==> config.mk <==
export PLATFORM = sky130hd
export DESIGN_NAME = swd_table
export DESIGN_NICKNAME = d
export VERILOG_FILES = /design/src/pkg/swd_pkg.sv /design/src/logic/swd_table.sv
export SDC_FILE = /design/constraint.sdc
export NUM_CORES = 1
export LEC_CHECK = 0
export ABC_AREA = 1
export BUFFER_PORTS_ARGS = -buffer_cell sky130_fd_sc_hd__buf_2
export CAP_MARGIN = 0
export CORE_MARGIN = 2
export CORE_UTILIZATION = 47
export CTS_CLUSTER_DIAMETER = 200
export CTS_CLUSTER_SIZE = 25
export DETAILED_ROUTE_END_ITERATION = 8
export PLACE_DENSITY = 0.75
export SLEW_MARGIN = 40
export SYNTH_ARGS = -nofsm -noshare
export SYNTH_HDL_FRONTEND = slang
export SYNTH_SLANG_ARGS = --single-unit
==> constraint.sdc <==
create_clock -name i_core_clk -period 5.2 [get_ports i_core_clk]
set_input_delay 0.52 -clock i_core_clk [delete_from_list [all_inputs] [get_ports i_core_clk]]
set_output_delay 0.52 -clock i_core_clk [all_outputs]
set_load 0.005 [all_outputs]
==> src/pkg/swd_pkg.sv <==
// swd_pkg: constants for the wait-state descriptor slice of the parameter table
// assumes one 20 MHz core clock and an ahb-lite register bus
package swd_pkg;

  // ----------------------------------------------------------------
  // bus map
  // ----------------------------------------------------------------
  localparam logic [11:0] SWD_OFS_VOL   = 12'h378;
  localparam logic [11:0] SWD_OFS_NVOL  = 12'h37c;
  localparam logic [11:0] SWD_OFS_HIGH  = 12'h380;
  localparam logic [11:0] SWD_OFS_STAT  = 12'h3f0;
  localparam logic [11:0] SWD_OFS_CTRL  = 12'h3f4;

  // ----------------------------------------------------------------
  // descriptor fields
  // ----------------------------------------------------------------
  localparam logic [7:0] SWD_CMD_WRITE  = 8'h71;
  localparam logic [7:0] SWD_CMD_READ   = 8'h65;
  localparam logic [7:0] SWD_REG_ADDR   = 8'h04;
  localparam logic [0:0] SWD_SUPPORTED  = 1'h1;
  localparam logic [1:0] SWD_WID_VOL    = 2'h0;
  localparam logic [1:0] SWD_WID_NVOL   = 2'h2;
  localparam logic [0:0] SWD_BY_ADDR    = 1'h1;
  localparam logic [0:0] SWD_LAST_ADDR  = 1'h0;
  localparam logic [2:0] SWD_LSB_VOL    = 3'h4;
  localparam logic [2:0] SWD_LSB_NVOL   = 3'h0;
  localparam logic [4:0] SWD_PAT_NONE   = 5'h00;
  localparam logic [1:0] SWD_RSVD       = 2'h0;
  localparam int         SWD_SLOTS      = 5;
  localparam logic [4:0] SWD_LOW_CNT    = 5'h02;
  localparam logic [4:0] SWD_HIGH_CNT   = 5'h16;

  // ----------------------------------------------------------------
  // status and control
  // ----------------------------------------------------------------
  localparam logic [31:0] SWD_CTRL_RST  = 32'h0000_0000;
  localparam int          SWD_CTRL_LOCK = 0;

  typedef enum logic [1:0] {SWD_IDLE, SWD_DATA} swd_phase_t;

endpackage

==> src/logic/swd_table.sv <==
// swd_table: read-only descriptor words for the wait-state setting, on ahb-lite
// assumes single word transfers from one master; hready fed back from o_hreadyout
//
// Operation
// - write command 71h reported in the low byte of both entries
// - read-back command 65h reported in bits 15 to 8
// - volatile field in volatile configuration register three at address 04h
// - volatile field two bits wide, width code 00b at bits 30:29
// - volatile field lsb at bit four, location code 100b
// - non-volatile field in non-volatile register three, also address 04h
// - non-volatile field four bits, width code 10b, lsb at bit zero
// - both copies selected by command address, not by dedicated commands
// - last-address-byte flag, bit 27, reads zero
// - variable dummy cycles supported; top bytes 94h and d0h
// - counts 22 to 30 reported unsupported, flags cleared
// - unsupported patterns 00000b, reserved bits 00b
// - counts 2 to 10 supported, pattern equals count in binary
//
// Register access over AHB-Lite and the register addresses are this design's own decisions.
`timescale 1ns/1ps
module swd_table
(
  // clock and reset
  input  wire logic        i_core_clk,
  input  wire logic        i_rst,
  // ahb-lite slave
  input  wire logic        i_hsel,
  input  wire logic [11:0] i_haddr,
  input  wire logic [1:0]  i_htrans,
  input  wire logic        i_hwrite,
  input  wire logic [2:0]  i_hsize,
  input  wire logic [31:0] i_hwdata,
  input  wire logic        i_hready,
  output logic      [31:0] o_hrdata,
  output logic             o_hreadyout,
  output logic             o_hresp
);
  import swd_pkg::*;

  // ----------------------------------------------------------------
  // descriptor words
  // ----------------------------------------------------------------
  wire [31:0] vol_word  = {SWD_SUPPORTED, SWD_WID_VOL, SWD_BY_ADDR,
                           SWD_LAST_ADDR, SWD_LSB_VOL,
                           SWD_REG_ADDR, SWD_CMD_READ, SWD_CMD_WRITE};
  wire [31:0] nvol_word = {SWD_SUPPORTED, SWD_WID_NVOL, SWD_BY_ADDR,
                           SWD_LAST_ADDR, SWD_LSB_NVOL,
                           SWD_REG_ADDR, SWD_CMD_READ, SWD_CMD_WRITE};

  // five 6-bit slots (flag + pattern), slot 0 in bits 7:2, above reserved 1:0
  wire [29:0] high_slots;
  wire [29:0] low_slots;
  genvar g;
  generate
    for (g = 0; g < SWD_SLOTS; g++)
    begin : g_slot
      // slot 4 (bits 31:26) is the largest count of the word
      assign high_slots[g*6 +: 6] = {1'b0, SWD_PAT_NONE};
      assign low_slots[g*6 +: 6]  = {SWD_SUPPORTED,
                                     5'(SWD_LOW_CNT + 5'(2 * g))};
    end
  endgenerate
  wire [31:0] high_word = {high_slots, SWD_RSVD};
  // low-count word (counts 2 to 10) is not on the bus map; assertions pin its layout
  wire [31:0] low_word  = {low_slots, SWD_RSVD};

  // ----------------------------------------------------------------
  // status and control (own registers)
  // ----------------------------------------------------------------
  logic [31:0] ctrl_r;
  logic [15:0] wr_drop_r;

  // ----------------------------------------------------------------
  // address phase
  // ----------------------------------------------------------------
  wire        take     = i_hsel & i_hready & i_htrans[1];
  logic       pend_r;
  logic       pend_wr_r;
  logic [11:0] pend_addr_r;
  swd_phase_t phase_r;

  wire sel_vol  = pend_addr_r == SWD_OFS_VOL;
  wire sel_nvol = pend_addr_r == SWD_OFS_NVOL;
  wire sel_high = pend_addr_r == SWD_OFS_HIGH;
  wire sel_stat = pend_addr_r == SWD_OFS_STAT;
  wire sel_ctrl = pend_addr_r == SWD_OFS_CTRL;

  // fixed content per descriptor word address, live status and control words; unmapped reads return zero
  wire [31:0] rd_mux = sel_vol  ? vol_word  :
                       sel_nvol ? nvol_word :
                       sel_high ? high_word :
                       sel_stat ? {16'h0000, wr_drop_r} :
                       sel_ctrl ? ctrl_r : 32'h0000_0000;
  wire rd_fire = take & ~i_hwrite;
  wire wr_data = pend_r & pend_wr_r;
  // writes to any address but the control word count as dropped
  wire wr_drop = wr_data & ~sel_ctrl;
  // next values feed the read mux as well, so a read issued in the data
  // phase of a write already sees what that write leaves behind
  wire        ctrl_wr     = wr_data & sel_ctrl & ~ctrl_r[SWD_CTRL_LOCK];
  wire        drop_inc    = wr_drop & (wr_drop_r != 16'hffff);
  wire [31:0] ctrl_nxt    = ctrl_wr ? i_hwdata : ctrl_r;
  wire [15:0] wr_drop_nxt = drop_inc ? wr_drop_r + 16'h0001 : wr_drop_r;

  logic [31:0] hrdata_r;
  logic [31:0] hrdata_nxt;

  // read data must be present in the data phase: mux on the live address
  wire [31:0] rd_live = (i_haddr == SWD_OFS_VOL)  ? vol_word  :
                        (i_haddr == SWD_OFS_NVOL) ? nvol_word :
                        (i_haddr == SWD_OFS_HIGH) ? high_word :
                        (i_haddr == SWD_OFS_STAT) ? {16'h0000, wr_drop_nxt} :
                        (i_haddr == SWD_OFS_CTRL) ? ctrl_nxt : 32'h0000_0000;
  assign hrdata_nxt = rd_fire ? rd_live : hrdata_r;

  always_ff @(posedge i_core_clk)
  begin
    if (i_rst)
    begin
      pend_r      <= 1'b0;
      pend_wr_r   <= 1'b0;
      pend_addr_r <= 12'h000;
      phase_r     <= SWD_IDLE;
      hrdata_r    <= 32'h0000_0000;
    end
    else
    begin
      pend_r      <= take;
      pend_wr_r   <= take & i_hwrite;
      pend_addr_r <= take ? i_haddr : pend_addr_r;
      phase_r     <= take ? SWD_DATA : SWD_IDLE;
      hrdata_r    <= hrdata_nxt;
    end
  end

  // control word is writable unless its lock bit is already set
  always_ff @(posedge i_core_clk)
  begin
    if (i_rst)
    begin
      ctrl_r    <= SWD_CTRL_RST;
      wr_drop_r <= 16'h0000;
    end
    else
    begin
      ctrl_r    <= ctrl_nxt;
      wr_drop_r <= wr_drop_nxt;
    end
  end

  // ----------------------------------------------------------------
  // outputs: zero wait states, always okay
  // ----------------------------------------------------------------
  always_comb
  begin
    case (phase_r)
      SWD_IDLE: o_hrdata = hrdata_r;
      SWD_DATA: o_hrdata = hrdata_r;
      default:  o_hrdata = hrdata_r;
    endcase
  end
  // ready and response leave flops too, so no output hangs on a tie-off
  logic hreadyout_r;
  logic hresp_r;

  always_ff @(posedge i_core_clk)
  begin
    if (i_rst)
    begin
      hreadyout_r <= 1'b1;
      hresp_r     <= 1'b0;
    end
    else
    begin
      hreadyout_r <= 1'b1;
      hresp_r     <= 1'b0;
    end
  end
  assign o_hreadyout = hreadyout_r;
  assign o_hresp     = hresp_r;
endmodule

==> results, run 1 <==
- The number of antenna diodes in the final layout is 0.
- The average wire per cell in the routed design is 12.0 µm.
- From bottom edge to top edge, the die measures about 100 µm.
- The share of total power consumed by net switching is 0.261.
- In this run the worst hold path is classified as input port to flip-flop.
- Counting both buffers and inverters, the worst setup path holds a total of 3.
- The worst setup path is captured at a flip-flop.
- In this run, synthesis produced a sequential element count of 94.
- The clock network latency to the later pin of the worst-skew pair is about 0.38 ns.
- The launch point of the critical path is pend_wr_r.
- Counting every sink on the clock net gives 94.
- The arrival time of the worst setup path is ~2.6 ns.
- The length in cells of the worst reg-to-reg path is 10.
- The end of the critical path is o_hrdata[13].
- Static timing analysis puts the maximum clock frequency at 434 MHz.
- The proportion of synthesized chip area in sequential cells is 0.410.
- The area of the die is 10600 µm².
- For this design the static power due to leakage is ~2.4 nW.
- Entering global routing, the biggest net connects 52 pins.
- At the end of the flow, the number of nets in the layout was a little over 800.
- In this run the critical register-to-register path is launched from pend_wr_r.
- After detailed routing, the number of vias per cell comes to ~5.
- Of the total synthesized cell area, the portion taken by full adders, half adders and majority gates is 0.00273.
- The detailed-routing iteration count for the pre-antenna-repair pass is 5.
- The multiplexer share of the synthesized area is 0.
- The maximum clock skew at final layout is between 0.009 and 0.01 ns.
- By area, the combinational part of the netlist is dominated by simple AND/OR/NAND/NOR gates.
- The largest single stage delay on the critical path is a little under 0.5 ns.
- Across the run, the number of max-cap violations was 0.
- The post-synthesis compound-gate area fraction was 0.0930.
- Of the total synthesized cell area, the portion taken by AND, OR, NAND and NOR gates is 0.359.
- The synthesized netlist occupies a cell area of approximately 4600 µm².
- The congestion estimate from routability-driven global placement came to 0.866.
- The summed area of non-filler cells in the final layout is approximately 5200 µm².
- Of the total power, combinational logic draws 0.051.
- The final global-route overflow total is 0.
- Summed over all layers, the routed wires come to 10.7 mm.
- The flow ran to the end, and the final reports show no timing, DRC or antenna violations.
- Clock tree synthesis inserted a total of 9 buffers.
- The number of global-route vias before repair came to 4030.
- The synthesized netlist net count is 742.
- The floorplan core area is 9640 µm².
- The count of buffers from port buffering is slightly above 80.
- Across all register-to-register paths, the minimum setup slack is between 2 and 3 ns.
- In this design, the largest share of critical-path delay is due to buffers and inverters.
- For this configuration, the core starts out at a cell density of 0.476.
- The floorplan step set the die width to approximately 100 µm.
- The initial antenna violation count is 0.
- The violation count after the first detailed-route iteration is approximately 220.
- Of the available clock period, the critical path in the final layout requires 0.443.
- The total internal power is 0.000936 W.
- Across all layers, the routed design uses about 4300 vias.
- The headroom to the max-slew limit is 0.487.
- The number of cells upsized or downsized after cts is 0.
- The slack of the critical path is a little under 3 ns.
- Setup repair after global routing left no endpoint under its margin.
- The standard cell area after detailed placement is between 5000 and 6000 µm².
- The count of boundary I/O pins is just under 90.
- The number of levels in the clock H-tree is 3.
- The critical setup path kind is flip-flop to flip-flop.
- Of the total synthesized cell area, the portion taken by XOR and XNOR cells is 0.0172.
- Of all nets on the critical path, the largest fanout is 21.
- From synthesis to final layout, the design area changed by 13.4%.
- The max-slew violation count is 0.
- The cell with the biggest individual delay on the critical path is sky130_fd_sc_hd__inv_1.
- The maximum vdd drop is 140 µV.
- The count of synthesis-stage warnings from yosys is 0.
- Traced cell by cell, the critical path runs through nand2_1 -> inv_1 -> nand4_1 -> buf_4 -> buf_4 -> nand2_1 -> nand3_1 -> nand2_1 -> nand2_1 -> a21oi_2.
- TritonCTS built the clock tree.
- CTS placed an instance of sky130_fd_sc_hd__clkbuf_8 at the clock tree root.
- After detailed routing, the number of remaining DRC violations is 0.
- The path length in cells of the critical path is 10.
- The count of nets left with antenna violations once routing finished came out at 0.
- At the worst endpoint, the required time is ~5.5 ns.
- The number of endpoints with negative hold slack in the final report is 0.
- The cell count after synthesis came out at 687.
- The post-placement setup slack is approximately 2.7 ns.
- The total negative setup slack is 0 ns.
- Summed over all nets, the switching power comes to between 0.0003 and 0.0004 W.
- In this run the deepest clock path goes through 2 buffers.
- The total routing usage reported by global routing is 0.215.
- The share of total power dissipated in sequential elements is 0.578.
- The final worst hold slack is 0.394 ns.
- After layout, the minimum clock period comes to about 2.3 ns.
- The part of the total power dissipated in the clock network is 0.371.
- Among the stages of the critical path, the cell type that occurs most often is sky130_fd_sc_hd__nand2_1.
- The HPWL reported at the end of detailed placement is 7.65 mm.
- The count of endpoints failing setup in the final report is 0.
- The worst register-to-register path ends at o_hrdata[13].
- The count of distinct cell types in the synthesized netlist is 34.
- The slew at the pin closest to its max-slew limit is 0.768 ns.
- At the end of the flow the core is filled with cells to 0.540.
- In this run the mean area of a mapped cell was approximately 6.7 µm².
- The first-pass GRT wire length is around 18 mm.
- The number of buffers inserted by hold repair at cts is 0.
- Clock-pin slew was measured on the worst setup and hold paths at ~0.10 ns.
- The fraction of final layout cells sized beyond drive strength 1 is 0.177.
- The number of rows created at floorplan is 36.
- The power density of the placed cells is roughly 240 nW/µm².
- The worst setup path is launched from a flip-flop.
- Post-CTS timing repair inserted 0 buffers for setup.
-- layer usage --
| metal | wire (µm) | vias to the layer above | track usage |
|---|---|---|---|
| met1 | 4910 | 1961 | 0.278 |
| met3 | 542 | 15 | 0.0495 |
| met5 | 0 | - | 0 |
| met2 | 5130 | 108 | 0.359 |
| li1 | - | 2263 | - |
| met4 | 136 | 0 | 0.0648 |
-- worst min path at each step --
stage | from | to | slack [ns] | depth (start not counted)
2_1_floorplan | pend_addr_r[11] | pend_addr_r[11] | 0.44 | 2
3_3_place_gp | o_hrdata[9] | o_hrdata[9] | 0.46 | 2
3_5_place_dp | o_hrdata[9] | o_hrdata[9] | 0.46 | 2
4_1_cts | i_hwrite | pend_wr_r | 0.38 | 3
5_1_grt | i_hwrite | pend_wr_r | 0.38 | 3
6_report | i_hwrite | pend_wr_r | 0.39 | 3
-- flip-flops by register name, indices dropped and copies added, names as in the netlist --
signal	flops
ctrl_r	32
wr_drop_r	16
pend_addr_r	12
pend_r	1
o_hrdata	32
pend_wr_r	1
-- worst min-delay path, cell delays in order --
cell and delay, ns:
sky130_fd_sc_hd__buf_2 0.11, sky130_fd_sc_hd__nand2_1 0.07, sky130_fd_sc_hd__nor2_1 0.04
-- per-stage QoR --
| stage | cells | total power [W] |
|---|---|---|
| final | 889 | 0.00127 |
| after floorplan | 687 | 0.000783 |
| after global routing | 889 | 0.00131 |
| after detailed placement | 873 | 0.000813 |
| after CTS | 889 | 0.00127 |
| after global placement | 871 | 0.000811 |
-- cells in the mapped netlist (all sizes together) --
| cell | n | share of area |
|---|---|---|
| nand4 | 22 | 0.033 |
| a21oi | 34 | 0.042 |
| xnor2 | 1 | 0.0019 |
| xor2 | 8 | 0.015 |
| o21ai | 46 | 0.051 |
| nand2 | 217 | 0.18 |
| conb | 2 | 0.0016 |
| clkbuf | 18 | 0.015 |
| dfxtp | 94 | 0.41 |
| or2 | 6 | 0.0082 |
| ha | 1 | 0.0027 |
| nor3 | 2 | 0.0033 |
| inv | 98 | 0.080 |
| buf | 13 | 0.021 |
| nand3 | 52 | 0.062 |
| nor2b | 1 | 0.0014 |
| clkinv | 1 | 0.00082 |
| nor2 | 71 | 0.069 |
-- final cells by class --
class | count | area (µm²)
Inverter | 99 | 372
Clock buffer | 9 | 124
Clock inverter | 7 | 62.6
Tap cell | 133 | 166
Fill cell | 976 | 4430
Sequential cell | 94 | 1880
Multi-Input combinational cell | 463 | 2170
Timing Repair Buffer | 84 | 428
-- power groups by stage --
stage | combinational, W | clock, W | sequential (W)
after floorplan | 0.0000346 | 0 | 0.000748
after global routing | 0.0000730 | 0.000509 | 0.000733
after global placement | 0.0000631 | 0 | 0.000748
after CTS | 0.0000648 | 0.000475 | 0.000732
after detailed placement | 0.0000647 | 0 | 0.000748
final | 0.0000650 | 0.000470 | 0.000732
-- cells in the final DEF, fill, tap and decap left out, types with 2 or more instances in the layout --
master	count
sky130_fd_sc_hd__inv_1	95
sky130_fd_sc_hd__o21ai_1	12
sky130_fd_sc_hd__clkbuf_8	9
sky130_fd_sc_hd__nand3_1	49
sky130_fd_sc_hd__dfxtp_1	94
sky130_fd_sc_hd__nor2_4	5
sky130_fd_sc_hd__inv_6	3
sky130_fd_sc_hd__nand3_2	2
sky130_fd_sc_hd__a21oi_2	6
sky130_fd_sc_hd__nor2_1	61
sky130_fd_sc_hd__xor2_1	8
sky130_fd_sc_hd__nand2_2	2
sky130_fd_sc_hd__buf_2	81
sky130_fd_sc_hd__or2_2	5
sky130_fd_sc_hd__nand4_1	21
sky130_fd_sc_hd__nand2_4	2
sky130_fd_sc_hd__clkinv_4	2
sky130_fd_sc_hd__buf_4	3
sky130_fd_sc_hd__a21oi_1	28
sky130_fd_sc_hd__nor2_2	5
sky130_fd_sc_hd__nand2_1	213
sky130_fd_sc_hd__o21ai_0	33
sky130_fd_sc_hd__conb_1	2
sky130_fd_sc_hd__inv_2	3
-- cells by family (layout without fill, tap and decap cells) --
logic type / Yosys count / after routing
and+or+nand+nor: 371 / 371
buffers and inverters: 130 / 199
DFF: 94 / 94
AOI/OAI and AO/OA: 80 / 80
xor gates and xnor gates: 9 / 9
other: 2 / 2
adders and majority gates: 1 / 1
Note: power is estimated with default switching activity, not from simulation.
==> run 2, diff against run 1 <==
==> constraint.sdc (replaced) <==
create_clock -name i_core_clk -period 2.25 [get_ports i_core_clk]
set_input_delay 0.225 -clock i_core_clk [delete_from_list [all_inputs] [get_ports i_core_clk]]
set_output_delay 0.225 -clock i_core_clk [all_outputs]
set_load 0.005 [all_outputs]
==> results, run 2 (synthesis results as in run 1) <==
- The flow ran to the end, and the final reports show no timing, DRC or antenna violations.
- The leakage power is ~2.5 nW.
- Port buffering added a little over 80 buffers.
- The number of global-route vias before repair was between 4000 and 5000.
- The highest achievable clock rate is 519 MHz.
- For this block, the via count after detailed routing is 4421.
- The cell count after placement is 878.
- The max-slew violation count is 0.
- The first global-routing pass estimated ~18 mm of wire.
- Clock tree synthesis selected as its root buffer the cell sky130_fd_sc_hd__clkbuf_8.
- The slack of the critical path is around 0.32 ns.
- Clock-pin slew was measured on the worst setup and hold paths at 0.10 ns.
- Headroom to the max-slew limit came out at 0.518.
- The total power is roughly 0.0031 W.
- STA classifies the critical path startpoint as a flip-flop.
- The global-route track usage on met3 is 0.0393.
- Registers take around 1900 µm².
- The worst setup path is captured at a flip-flop.
- Counting the buffers created by CTS gives 9.
- The average wire per cell in the routed design is approximately 12 µm.
- The multi-input combinational cells in the finished layout cover a total of 2170 µm².
- The congestion estimate from routability-driven global placement came to 0.920.
- The maximum vdd drop is 363 µV.
- In the finished design, the share of the clock period the worst path needs comes to 0.856.
- The floorplan has 36 rows.
- The CTS tree is yes.
- The number of buffers between clock root and the deepest sink is 2.
- After floorplanning, the core was sized to cover 9640 µm².
- Relative to the synthesized area, the layout overhead comes to 14.8%.
- The number of cells upsized or downsized after cts is 0.
- For the final routed database, the setup TNS stands at 0 ns.
- Entering global routing, the biggest net connects between 50 and 60 pins.
- For this run, the total global-route usage over all layers was measured as 0.216.
- The clock sink total is 94.
- The chip width is approximately 100 µm.
- The detailed-route DRC error count is 0.
- The critical path in this run is classified as flip-flop to flip-flop.
- The detailed-routing iteration count for the pre-antenna-repair pass is 5.
- Setup repair after global routing left no endpoint under its margin.
- The final global-route overflow total is 0.
- Along the worst path, the maximum fanout reaches 15.
- The number of antenna cells inserted is 0.
- After legalization and detailed placement, the total HPWL measured slightly below 8 mm.
- The floorplan step set the die height to slightly above 100 µm.
- The global routing met1 resource utilization is 0.281.
- For the final database, setup skew stands at ~0.015 ns.
- The initial antenna violation count is 0.
- In the final layout, the share of cells above drive strength 1 is 0.183.
- The mean number of vias per cell is 4.95.
- The number of levels in the clock H-tree is 3.
- The final worst hold slack is between 0.1 and 0.15 ns.
- The final non-filler cell total is 894.
- Counting I/O delays and the setup requirement, the final critical path takes 1.93 ns.
- Summed over all layers, the routed wires come to approximately 11 mm.
- The number of buffers inserted by hold repair at cts is 0.
- The area of the die is about 11000 µm².
- The initial cell density of the core is 0.476.
- The number of buffers added for setup after CTS is 0.
- The tightest min-delay check is of the input port to flip-flop type.
- The count of boundary I/O pins is around 90.
- For the worst setup path, the data arrival time is about 2.2 ns.
- The layer flagged by global routing as most heavily used is met2.
- The number of inserted filler cells in the final layout is 956.
- Across the run, the number of max-cap violations was 0.
- The leading cell type in the layout, fill and taps excluded is sky130_fd_sc_hd__nand2_1.
- Prior to clock tree synthesis, the placed netlist has a worst setup slack of roughly 0.34 ns.
- The number of endpoints with negative hold slack in the final report is 0.
- Data on the critical path is required at its endpoint by about 2.5 ns.
- The count of endpoints failing setup in the final report is 0.
- The met2 track utilization from global routing is 0.368.
- In the final design database the tool counted 811 nets.
- The slew at the pin closest to its max-slew limit is roughly 0.72 ns.
- The clock network latency to the later pin of the worst-skew pair is approximately 0.37 ns.
- In this run the power density over the cells is around 580 nW/µm².
- In the layout the commonest cells are sky130_fd_sc_hd__nand2_1, sky130_fd_sc_hd__inv_1, sky130_fd_sc_hd__dfxtp_1.
- The residual antenna-violating net count after detailed routing is 0.
- After the first detailed-routing iteration, the DRC count stood at approximately 300.
-- run 2: cell types whose count changed in the layout (fill, tap and decap cells not counted) --
cell	previous run	this run
sky130_fd_sc_hd__buf_4	3	8
sky130_fd_sc_hd__bufinv_16	0	1
sky130_fd_sc_hd__clkbuf_8	9	10
sky130_fd_sc_hd__clkinv_4	2	0
-- run 2: final cells by class --
cell class              count  share of cell area
clock buffers              10              0.0261
clock inverters             6              0.0142
inverters                  99              0.0705
multi-input cells         463               0.412
flip-flops and latches     94               0.357
well taps                 133              0.0316
repair buffers             89              0.0883
-- run 2: metal layers --
layer	wire [µm]	up-vias
met5	0	-
met4	138	0
met3	658	14
met2	5310	110
met1	4680	2022
li1	-	2275
-- run 2: worst max-delay path: stages (launching register included) --
cell and delay [ns]:
sky130_fd_sc_hd__dfxtp_1 0.43, sky130_fd_sc_hd__ha_1 0.23, sky130_fd_sc_hd__inv_1 0.08, sky130_fd_sc_hd__nor2_4 0.19, sky130_fd_sc_hd__nand2_4 0.08, sky130_fd_sc_hd__nor2_4 0.15, sky130_fd_sc_hd__inv_2 0.06, sky130_fd_sc_hd__nand3_4 0.17
sky130_fd_sc_hd__nand2_1 0.10, sky130_fd_sc_hd__nand2_1 0.11, sky130_fd_sc_hd__nand2_1 0.06, sky130_fd_sc_hd__nand2_1 0.08, sky130_fd_sc_hd__a21oi_1 0.06
-- run 2: worst paths after layout --
| path | startpoint | end | slack (ns) | cells after the start |
|---|---|---|---|---|
| worst max register to register | wr_drop_r[0] | o_hrdata[14] | 0.32 | 12 |
| worst min register to register | o_hrdata[9] | o_hrdata[9] | 0.47 | 2 |
| worst max-delay path | wr_drop_r[0] | o_hrdata[14] | 0.32 | 12 |
| worst min-delay path | i_hwrite | pend_wr_r | 0.10 | 3 |
-- run 2: where the power goes --
group          internal (W)  switching, W
combinational     0.0000583     0.0000925
clock              0.000564      0.000648
sequential          0.00168     0.0000103
total               0.00230      0.000751
-- run 2: through the flow --
stage,cell area (µm²),utilization
finish,5270,0.547
global route,5270,0.547
CTS,5270,0.547
detailed placement,5060,0.525
global placement,5060,0.525
floorplan,4590,-
==> run 3, diff against run 2 <==
--- a/config.mk
+++ b/config.mk
@@ -14,6 +14,7 @@
 export CTS_CLUSTER_SIZE = 25
 export DETAILED_ROUTE_END_ITERATION = 8
 export PLACE_DENSITY = 0.75
+export REMOVE_ABC_BUFFERS = 1
 export SLEW_MARGIN = 40
 export SYNTH_ARGS = -nofsm -noshare
 export SYNTH_HDL_FRONTEND = slang
==> results, run 3 (synthesis results as in run 1) <==
- The CTS tree is yes.
- The count of vias placed by the detailed router is about 4400.
- After routing, the total negative slack on setup checks comes to 0 ns.
- The initial cell density of the core is 0.476.
- The number of gates resized after CTS was 0.
- The number of rows created at floorplan is 36.
- The CTS buffer count is 9.
- The detailed-routing iteration count for the pre-antenna-repair pass is 6.
- The critical path contains buffers and inverters numbering 2 combined.
- The beginning of the worst hold path is i_hwrite.
- The average wire per cell in the routed design is around 12 µm.
- The flow ran to the end, and the final reports show no timing, DRC or antenna violations.
- The largest stage delay on the critical path is ~0.44 ns.
- The number of levels in the clock H-tree is 3.
- The number of endpoints with negative hold slack in the final report is 0.
- The period utilization is 0.876.
- The number of global-route vias before repair was between 4000 and 5000.
- The type of origin of the critical path is a flip-flop.
- The residual antenna-violating net count after detailed routing is 0.
- Global routing finished with a remaining overflow of 0.
- 0 antenna diodes ended up in the layout.
- Counting cells, the worst reg-to-reg path comes to 12.
- The number of buffers added for setup after CTS is 0.
- The class of the tightest hold or removal check is input port to flip-flop.
- The cell that appears most often on the critical path is sky130_fd_sc_hd__nand2_1.
- The initial antenna violation count is 0.
- The floorplan core area is 9640 µm².
- In this run the power density over the cells is around 560 nW/µm².
- For this design the top-level I/O count stands at 88.
- The top cell types in the final layout, fill and taps aside, are sky130_fd_sc_hd__nand2_1, sky130_fd_sc_hd__inv_1, sky130_fd_sc_hd__dfxtp_1.
- The worst setup path is captured at a flip-flop.
- The chip width is between 100 and 150 µm.
- Of the cells placed in the final design, the portion with a size suffix greater than 1 is 0.181.
- Along the worst path, the maximum fanout reaches 15.
- The highest achievable clock rate is 507 MHz.
- Clock tree synthesis selected as its root buffer the cell sky130_fd_sc_hd__clkbuf_8.
- The post-placement setup slack is around 0.30 ns.
- Entering global routing, the biggest net connects 51 pins.
- The routed design could run at a clock period as short as a little under 2 ns.
- For hold timing, the worst endpoint is pend_wr_r.
- For this run, design rule violations remaining after detail routing come to 0.
- Summed over all cells, the static leakage comes to 2.45 nW.
- Summed over all layers, the routed wires come to 10.7 mm.
- The die is ~100 µm tall.
- The path length in cells of the critical path is 12.
- The slew at the pin closest to its max-slew limit is 0.732 ns.
- The number of hold buffers added after CTS was 0.
- The die covers roughly 11000 µm².
- The area overhead of the layout relative to synthesis is 14.3%.
- The post-layout net count is approximately 800.
- The slack of the critical path is roughly 0.28 ns.
- STA puts the critical path data required time at 2.50 ns.
- Setup repair after global routing left no endpoint under its margin.
- The arrival time of the worst setup path is 2.22 ns.
- CTS saw 94 sinks.
- For this block, the initial DRC count from the detailed router was approximately 240.
- Along the worst hold path, the cell count comes to 3.
- The endpoint identified for the worst register-to-register timing path is o_hrdata[12].
- The worst pin sits at a relative slew slack of 0.511.
- The leading cell type in the layout, fill and taps excluded is sky130_fd_sc_hd__nand2_1.
- Routability-driven placement finished with a final weighted congestion of about 0.9.
- The total of max-cap violations is 0.
- The worst setup slack for register-to-register paths is ~0.28 ns.
- The count of endpoints failing setup in the final report is 0.
- The clock passes through at most 2 buffers.
- The clock-pin slew on the worst setup and hold paths is ~0.09 ns.
- Traced cell by cell, the critical path runs through ha_1 -> inv_1 -> nor2_4 -> nand2_4 -> nor2_4 -> inv_2 -> nand3_4 -> nand2_1 -> nand2_1 -> nand2_1 -> nand2_1 -> a21oi_2.
- The max-slew violation count is 0.
- The mean number of vias per cell is 4.94.
- The later pin in the worst-skew pair is clocked with a latency of ~0.37 ns.
- The count of buffers from port buffering is slightly above 80.
- VDD sags by at most about 250 µV.
- The total routing usage reported by global routing is 0.204.
- The worst register-to-register path begins at wr_drop_r[0].
- The slowest stage of the critical path is the sky130_fd_sc_hd__dfxtp_1 cell.
- The wire-length estimate of the detail-placed layout is between 7 and 8 mm.
- The family of cells with the greatest summed delay on the critical path is simple AND/OR/NAND/NOR gates.
- The maximum clock skew at final layout is 0.00755 ns.
- The setup path with the least slack is of type flip-flop to flip-flop.
- The first global-routing pass estimated ~17 mm of wire.
[run 3: changes by cell type in the layout (fill, tap and decap cells not counted)]
cell / delta
sky130_fd_sc_hd__clkbuf_8: -1
sky130_fd_sc_hd__clkbuf_1: +2
sky130_fd_sc_hd__buf_4: +1
sky130_fd_sc_hd__inv_8: -1
sky130_fd_sc_hd__clkinv_2: +4
sky130_fd_sc_hd__clkinvlp_4: -1
sky130_fd_sc_hd__inv_6: -3
[run 3: cell type report]
| type | count | area [µm²] |
|---|---|---|
| fill | 959 | 4390 |
| clock inverter | 5 | 50.0 |
| inverter | 99 | 372 |
| tap | 133 | 166 |
| multi-input combinational | 463 | 2170 |
| clock buffer | 11 | 131 |
| timing repair buffer | 90 | 473 |
| sequential | 94 | 1880 |
[run 3: worst max path at each step]
stage	startpoint	to	slack, ns
global route	wr_drop_r[0]	o_hrdata[12]	0.13
floorplan	pend_r	o_hrdata[1]	0.16
detailed placement	wr_drop_r[0]	o_hrdata[2]	0.30
CTS	wr_drop_r[0]	o_hrdata[2]	0.28
finish	wr_drop_r[0]	o_hrdata[12]	0.28
global placement	wr_drop_r[0]	o_hrdata[2]	0.37
[run 3: worst min-delay path: cells and delay by family]
family	cells	cell delay [ns]
simple gates	2	0.10
buf+inv	1	0.11
[run 3: power by group]
part | switching, W | internal (W) | total, W
registers | 0.00000983 | 0.00168 | 0.00169
logic | 0.0000916 | 0.0000583 | 0.000150
clock network | 0.000582 | 0.000508 | 0.00109
[run 3: through the flow]
| step | cell area, µm² | hold slack (ns) | utilization | std cells | total power, W |
|---|---|---|---|---|---|
| global placement | 5060 | 0.453 | 0.525 | 879 | 0.00187 |
| finish | 5250 | 0.0987 | 0.544 | 895 | 0.00293 |
| CTS | 5250 | 0.0751 | 0.544 | 895 | 0.00295 |
| global route | 5250 | 0.102 | 0.544 | 895 | 0.00303 |
| detailed placement | 5060 | 0.456 | 0.525 | 879 | 0.00188 |
| floorplan | 4420 | 0.287 | - | 656 | 0.00179 |
[run 3: routing by layer]
metal,up-vias,global-route usage,part of all wire
li1,2271,-,-
met1,2045,0.239,0.45
met2,88,0.358,0.49
met3,17,0.0414,0.042
met4,0,0.0951,0.021
met5,-,0,0
